--- config.mk ---
export PLATFORM = sky130hd
export DESIGN_NAME = sar_register
export DESIGN_NICKNAME = d
export VERILOG_FILES = /design/src/hdl/sar_pkg.sv /design/src/hdl/result_fifo.sv /design/src/hdl/sar_register.sv
export SDC_FILE = /design/constraint.sdc
export NUM_CORES = 1
export LEC_CHECK = 0
export ABC_AREA = 1
export BUFFER_PORTS_ARGS = -buffer_cell sky130_fd_sc_hd__buf_4
export CAP_MARGIN = 10
export CORE_UTILIZATION = 40
export DETAILED_ROUTE_END_ITERATION = 8
export GPL_TIMING_DRIVEN = 0
export PLACE_DENSITY = 0.51
export REMOVE_ABC_BUFFERS = 1
export SYNTH_ARGS = -nofsm -noshare
export SYNTH_HDL_FRONTEND = slang
export SYNTH_SLANG_ARGS = --single-unit
--- constraint.sdc ---
create_clock -name clk -period 5 [get_ports clk]
set_input_delay 0.5 -clock clk [delete_from_list [all_inputs] [get_ports clk]]
set_output_delay 0.5 -clock clk [all_outputs]
set_load 0.02 [all_outputs]
--- src/hdl/sar_pkg.sv ---
`default_nettype none
package sar_pkg;
    // register widths offered by the family
    localparam int WIDTH_NARROW = 8;
    localparam int WIDTH_WIDE = 12;
    localparam int FIFO_DEPTH = 32;
    // level that marks the bit under trial
    localparam logic TRIAL_LEVEL = 1'b0;
    // level of every bit that has not been tried yet
    localparam logic UNTRIED_LEVEL = 1'b1;
    // result word handed to the fifo
    typedef struct packed {
        logic [WIDTH_WIDE-1:0] code;
    } result_t;
endpackage
`default_nettype wire

--- src/hdl/result_fifo.sv ---
`timescale 1ns/1ps
`default_nettype none
module result_fifo import sar_pkg::*; #(
    parameter int WIDTH = WIDTH_WIDE,
    parameter int DEPTH = FIFO_DEPTH
) (
    input wire logic clk, // system clock
    input wire logic sys_rst, // synchronous reset, high
    input wire logic [WIDTH-1:0] in_data, // word to store
    input wire logic in_valid, // word offered
    output logic in_ready, // room available
    output logic [WIDTH-1:0] out_data, // oldest word
    output logic out_valid, // word available
    input wire logic out_ready // consumer takes word
);
    localparam int AW = $clog2(DEPTH);
    logic [WIDTH-1:0] mem [DEPTH];
    logic [AW-1:0] wr_r;
    logic [AW-1:0] rd_r;
    logic [AW-1:0] rd_nxt;
    logic [AW:0] cnt_r;
    logic [AW:0] cnt_nxt;
    logic [WIDTH-1:0] out_data_r;
    logic out_valid_r;
    wire push = in_valid && in_ready;
    wire pop = out_valid_r && out_ready;
    // the incoming word goes straight to the head when it is the only one left
    wire bypass = push && (wr_r == rd_nxt);
    // honest flags from the fill count
    assign in_ready = (cnt_r != (AW+1)'(DEPTH));
    assign rd_nxt = !pop ? rd_r : (rd_r == AW'(DEPTH-1)) ? '0 : rd_r + 1'b1;
    assign cnt_nxt = cnt_r + (AW+1)'(push) - (AW+1)'(pop);
    // head and valid are registered so the consumer sees flop outputs
    assign out_data = out_data_r;
    assign out_valid = out_valid_r;
    // storage array and head register have no reset, only data moves here
    always_ff @(posedge clk) begin
        if (push) begin
            mem[wr_r] <= in_data;
        end
        out_data_r <= bypass ? in_data : mem[rd_nxt];
    end
    // pointers and fill level
    always_ff @(posedge clk) begin
        if (sys_rst) begin
            wr_r <= '0;
            rd_r <= '0;
            cnt_r <= '0;
            out_valid_r <= 1'b0;
        end else begin
            if (push) begin
                wr_r <= (wr_r == AW'(DEPTH-1)) ? '0 : wr_r + 1'b1;
            end
            rd_r <= rd_nxt;
            cnt_r <= cnt_nxt;
            out_valid_r <= (cnt_nxt != '0);
        end
    end
endmodule // result_fifo
`default_nettype wire

--- src/hdl/sar_register.sv ---
`timescale 1ns/1ps
`default_nettype none
// Operation
// - width parameter selects the eight-bit or twelve-bit register variant
// - control state settles between edges, as master latches do with clock low
// - register bits change only on the rising clock edge
// - serial data input is loaded into the bit under trial each edge
// - serial output presents the bit just loaded
// - same edge drives next lower bit low as the new trial bit
// - start-stop or continuous conversion, both begun by start input
// - start low at edge resets: msb low, others high, done high
// - after lsb loads, done goes low and bits freeze until restart
// - enable high forces msb high and refuses data; single device ties low
// - inverted msb is provided as an extra output
module sar_register import sar_pkg::*; #(
    parameter int WIDTH = WIDTH_NARROW, // 8 or 12
    parameter int DEPTH = FIFO_DEPTH // result fifo depth
) (
    input wire logic clk, // register clock, rising edge active
    input wire logic sys_rst, // synchronous reset, high
    input wire logic start_n, // start, active low
    input wire logic enable_n, // cascade enable, active low
    input wire logic serial_in, // comparator decision
    output logic [WIDTH-1:0] parallel_out, // drives the dac
    output logic msb_out, // most significant bit
    output logic msb_out_n, // complement of msb
    output logic serial_out, // bit just loaded
    output logic conversion_done_n, // low when conversion complete
    output logic [WIDTH-1:0] result_data, // fifo head
    output logic result_valid, // fifo has a result
    input wire logic result_ready, // consumer takes result
    output logic result_overrun // result lost on full fifo
);
    logic [WIDTH-1:0] bits_r; // slave storage
    logic [WIDTH-1:0] bits_nxt;
    logic [WIDTH-1:0] ring_r; // one-hot trial marker
    logic [WIDTH-1:0] ring_nxt;
    logic done_n_r;
    logic sout_r;
    logic push_r;
    logic ovr_r;
    result_t push_word_r; // completed code, carried at the widest variant's width
    logic fifo_in_ready;
    logic [WIDTH-1:0] fifo_dout;
    logic fifo_out_valid;
    // loading edges since the last start, read only by the reset and completion checks
    localparam int CW = $clog2(WIDTH + 1);
    logic [CW-1:0] load_cnt_r;

    // the trial position is kept apart from data so a loaded zero is never
    // mistaken for the trial marker; the marker walks msb to lsb
    wire active = done_n_r && !enable_n;
    wire last_bit = ring_r[0];
    wire [WIDTH-1:0] ring_shift = ring_r >> 1;

    // next state: load the trial bit, mark the next lower one
    always_comb begin
        bits_nxt = bits_r;
        ring_nxt = ring_r;
        for (int i = 0; i < WIDTH; i++) begin
            if (ring_r[i]) begin
                bits_nxt[i] = serial_in;
            end
            if (ring_shift[i]) begin
                bits_nxt[i] = TRIAL_LEVEL;
            end
        end
        ring_nxt = ring_shift;
    end

    // storage updates only on the rising edge
    always_ff @(posedge clk) begin
        if (sys_rst || !start_n) begin
            bits_r <= {TRIAL_LEVEL, {(WIDTH-1){UNTRIED_LEVEL}}};
            ring_r <= {1'b1, {(WIDTH-1){1'b0}}};
            done_n_r <= 1'b1;
            sout_r <= 1'b0;
        end else if (active) begin
            bits_r <= bits_nxt;
            ring_r <= ring_nxt;
            sout_r <= serial_in;
            if (last_bit) begin
                done_n_r <= 1'b0;
            end
        end
    end

    // completed code goes to the fifo once per conversion; a full fifo
    // drops the word and flags it rather than stalling the converter,
    // since the analog loop cannot wait
    always_ff @(posedge clk) begin
        if (sys_rst) begin
            push_r <= 1'b0;
            push_word_r <= '0;
            ovr_r <= 1'b0;
        end else begin
            push_r <= active && start_n && last_bit;
            push_word_r.code <= WIDTH_WIDE'(bits_nxt);
            if (!start_n) begin
                ovr_r <= 1'b0;
            end
            if (push_r && !fifo_in_ready) begin
                ovr_r <= 1'b1;
            end
        end
    end

    // loads counted since start; stops by itself once done falls
    always_ff @(posedge clk) begin
        if (sys_rst || !start_n) begin
            load_cnt_r <= '0;
        end else if (active) begin
            load_cnt_r <= load_cnt_r + 1'b1;
        end
    end

    result_fifo #(.WIDTH(WIDTH), .DEPTH(DEPTH)) u_fifo (
        .clk(clk),
        .sys_rst(sys_rst),
        .in_data(push_word_r.code[WIDTH-1:0]),
        .in_valid(push_r),
        .in_ready(fifo_in_ready),
        .out_data(fifo_dout),
        .out_valid(fifo_out_valid),
        .out_ready(result_ready)
    );

    // outputs; the cascade enable masks the msb high
    // the mask stays combinational: a registered one would show a stale msb
    // to the dac on the first trial edge after the upper device completes
    wire msb_masked = bits_r[WIDTH-1] | enable_n;
    assign parallel_out = {msb_masked, bits_r[WIDTH-2:0]};
    assign msb_out = msb_masked;
    assign msb_out_n = ~msb_masked;
    assign serial_out = sout_r;
    assign conversion_done_n = done_n_r;
    assign result_data = fifo_dout;
    assign result_valid = fifo_out_valid;
    assign result_overrun = ovr_r;
endmodule // sar_register
`default_nettype wire

==> impl_metrics.csv <==
group,metric,value,unit
status,status,"completed",
floorplanning,rows,65,
critical_path,critPathCaptureType,"output port",
routing,drcViolationCount,0,
clock_tree,clock_latency,520,ps
placed_design,placed_area,13100,um^2
routing,firstDrtPassIters,5,
clock_tree,cts_resized,0,
finish,syn_to_final_growth,12.1,%
clock_tree,post_cts_buffers,0,
yosys,synth.top_cells.by_count,"nand2_1 (399), edfxtp_1 (256), nand3_1 (207)",
finish,diodes,0,
finish,fin_area,14300,um^2
floorplanning,die_h,181,um
critical_path,crit_path_cell_trace,"buf_16, inv_6, buf_16, nand2_1, nand3_1, nand3_1, nand2_1, nand2_1, nand2_1, nand2_1, nand2_1, buf_4",
global_routing,antenna_found_initial,0,
critical_path,crit_path_start_kind,"register",
min_path,min_path_type,"in2reg",
sta,max_freq,262,MHz
yosys,ys_seq_area_share,68.1,%
floorplanning,start_util,40.5,%
yosys,async_flop_share,0,%
floorplanning,die-area,32600,um^2
placed_design,portBuffers,27,
global_routing,first_global_vias,7772,
yosys,syn-instance-count,1175,
routing,wl_per_cell,18.3,um
clock_tree,cts_max_level,2,
floorplanning,io_pins,28,
sta,worst_slack,1190,ps
sta,rsz0062_at_grt,"no",
routing,drtAntennaViolNets,0,
global_routing,gr-total-overflow,0,
yosys,post_synth.cell_area_avg,10.9,um^2
yosys,ys.flop_type,"edfxtp_1",
power,power.density,500,nW/um^2
global_routing,grt_pass1_wl,45.7,mm
sta,setup_violations,0,
critical_path,slowest_stage,"dfxtp_4",
routing,vias,8095,
critical_path,cp_max_fo,69,
routing,drt_iter0_drc,570,
floorplanning,die_w,181,um
global_routing,grt_max_degree,70,
yosys,synth_top_area_share,60.2,%
power,total_leakage_power,5.37,nW
sta,relSlewSlack,23.2,%
finish,fillers,2969,
critical_path,cpPeakStageDelay,830,ps
placed_design,dp_slack,1670,ps
placed_design,dpl.hpwl,16.8,mm
yosys,netlist_area,12800,um^2
yosys,synth_edf_count,256,
placed_design,place.gp.congestion,0.756,
floorplanning,core,31500,um^2
yosys,ys.warnings.count,0,
sta,fin_skew,20.9,ps
critical_path,path_common_cell,"nand2_1",
finish,drive_above_1_share,8.20,%
sta,worst_slew_pin_slew,1150,ps
critical_path,arrival,3310,ps
clock_tree,clock_path_buffers,3,
finish,nets,1205,
yosys,synth_top_cell_by_area,"edfxtp_1",
yosys,synth.most_common_cell,"nand2_1",
yosys,ys_types,33,
clock_tree,cts_tree,"yes",
job,max-cap-violations,0,
clock_tree,cts_sinks,306,
global_routing,grt_use_total,18.3,%
clock_tree,holdBufCountCts,0,
sta,slew_violations,0,
yosys,synth-seq-cells,306,
sta,period_minus_slack,3810,ps
sta,layout_worst_path_cycle_share,76.2,%
yosys,yosys-top-cells-area,"edfxtp_1 (60%), nand2_1 (12%), nand3_1 (8.1%)",
critical_path,required,4500,ps
power,ir_drop,0.000271,V
critical_path,critical_path_class,"reg2out",
routing,via_per_inst,5.03,
clock_tree,cts_root_buf,"clkbuf_16",
routing,finalWirelength,29.4,mm
sta,hold_violations,0,
clock_tree,cts_buffers,35,
clock_tree,clk_pin_slew,60,ps
==> cell families after synthesis <==
family / after synthesis / share of synthesized area, %
buffers and inverters: 113 / 5.29
and+or+nand+nor: 687 / 22.5
AOI/OAI and AO/OA: 52 / 2.40
adders and majority gates: 16 / 1.63
xor gates and xnor gates: 1 / 0.0686
DFF: 306 / 68.1
==> area by class of cell <==
cell class              count  area (um^2)  share of cell area [%]
well taps                 402          503                    3.52
clock buffers              49         1010                    7.07
multi-input cells         756         3400                    23.7
inverters                  47          181                    1.27
flip-flops and latches    306         8700                    60.8
repair buffers             37          420                    2.94
clock inverters            12         96.3                   0.673
==> cell usage in the layout (no fill, tap or decap), drive strengths merged <==
cell type / count
nor3b: 1
ha: 15
a31oi: 1
nor3: 6
dfxtp: 50
nand3: 207
xor2: 1
a211oi: 2
fa: 1
nand4: 2
o211ai: 4
inv: 47
clkinvlp: 1
buf: 37
a21o: 1
clkbuf: 49
edfxtp: 256
nor4: 4
nor2: 65
clkinv: 10
o21ai: 20
a21oi: 20
bufinv: 1
a32o: 1
or2: 2
nand2: 400
o41ai: 3
==> power breakdown <==
group          leakage, nW  switching [mW]  total (mW)  internal (mW)
clock                0.539           0.996        2.46           1.46
sequential            2.73           0.230        3.06           2.83
combinational         2.11            1.05        1.63          0.572
total                 5.37            2.28        7.15           4.87
==> per-layer routing <==
metal	routed length, um	share of wire (%)	GRT usage (%)
met1	14100	48	26.2
met2	13600	46	29.1
met3	1240	4.2	2.65
met4	512	1.7	4.85
met5	0	0	0
==> registers in the layout, indices dropped and copies added (netlist names), 5 cells and up, named ones only <==
name / flops
push_word_r: 8
bits_r: 8
u_fifo.rd_r: 5
ring_r: 8
u_fifo.mem: 256
u_fifo.cnt_r: 6
u_fifo.wr_r: 5
==> final timing paths <==
kind	from	to	slack [ps]	cells after the start
worst max-delay path	register	result_data[5]	1190	12
worst min-delay path	enable_n	conversion_done_n	230	3
worst max register to register	u_fifo.cnt_r[3]	u_fifo.mem[3][0]	2430	7
worst min register to register	result_overrun	result_overrun	470	1
==> worst max-delay path, delay by kind of cell (launching register included) <==
kind / cells / cell delay, ps
and+or+nand+nor: 8 / 810
DFF: 1 / 830
buffers and inverters: 4 / 1100
==> through the flow <==
step	hold slack (ps)	instances	TNS [ps]	utilization [%]	total power [mW]
floorplan	445	1109	-161	-	4.16
global placement	459	1538	-34890	41.2	4.82
detailed placement	463	1544	0	41.7	4.77
CTS	216	1605	0	45.3	7.24
global route	248	1609	0	45.5	7.55
finish	229	1609	0	45.5	7.15
No activity file was read; power rests on OpenSTA's default activity.
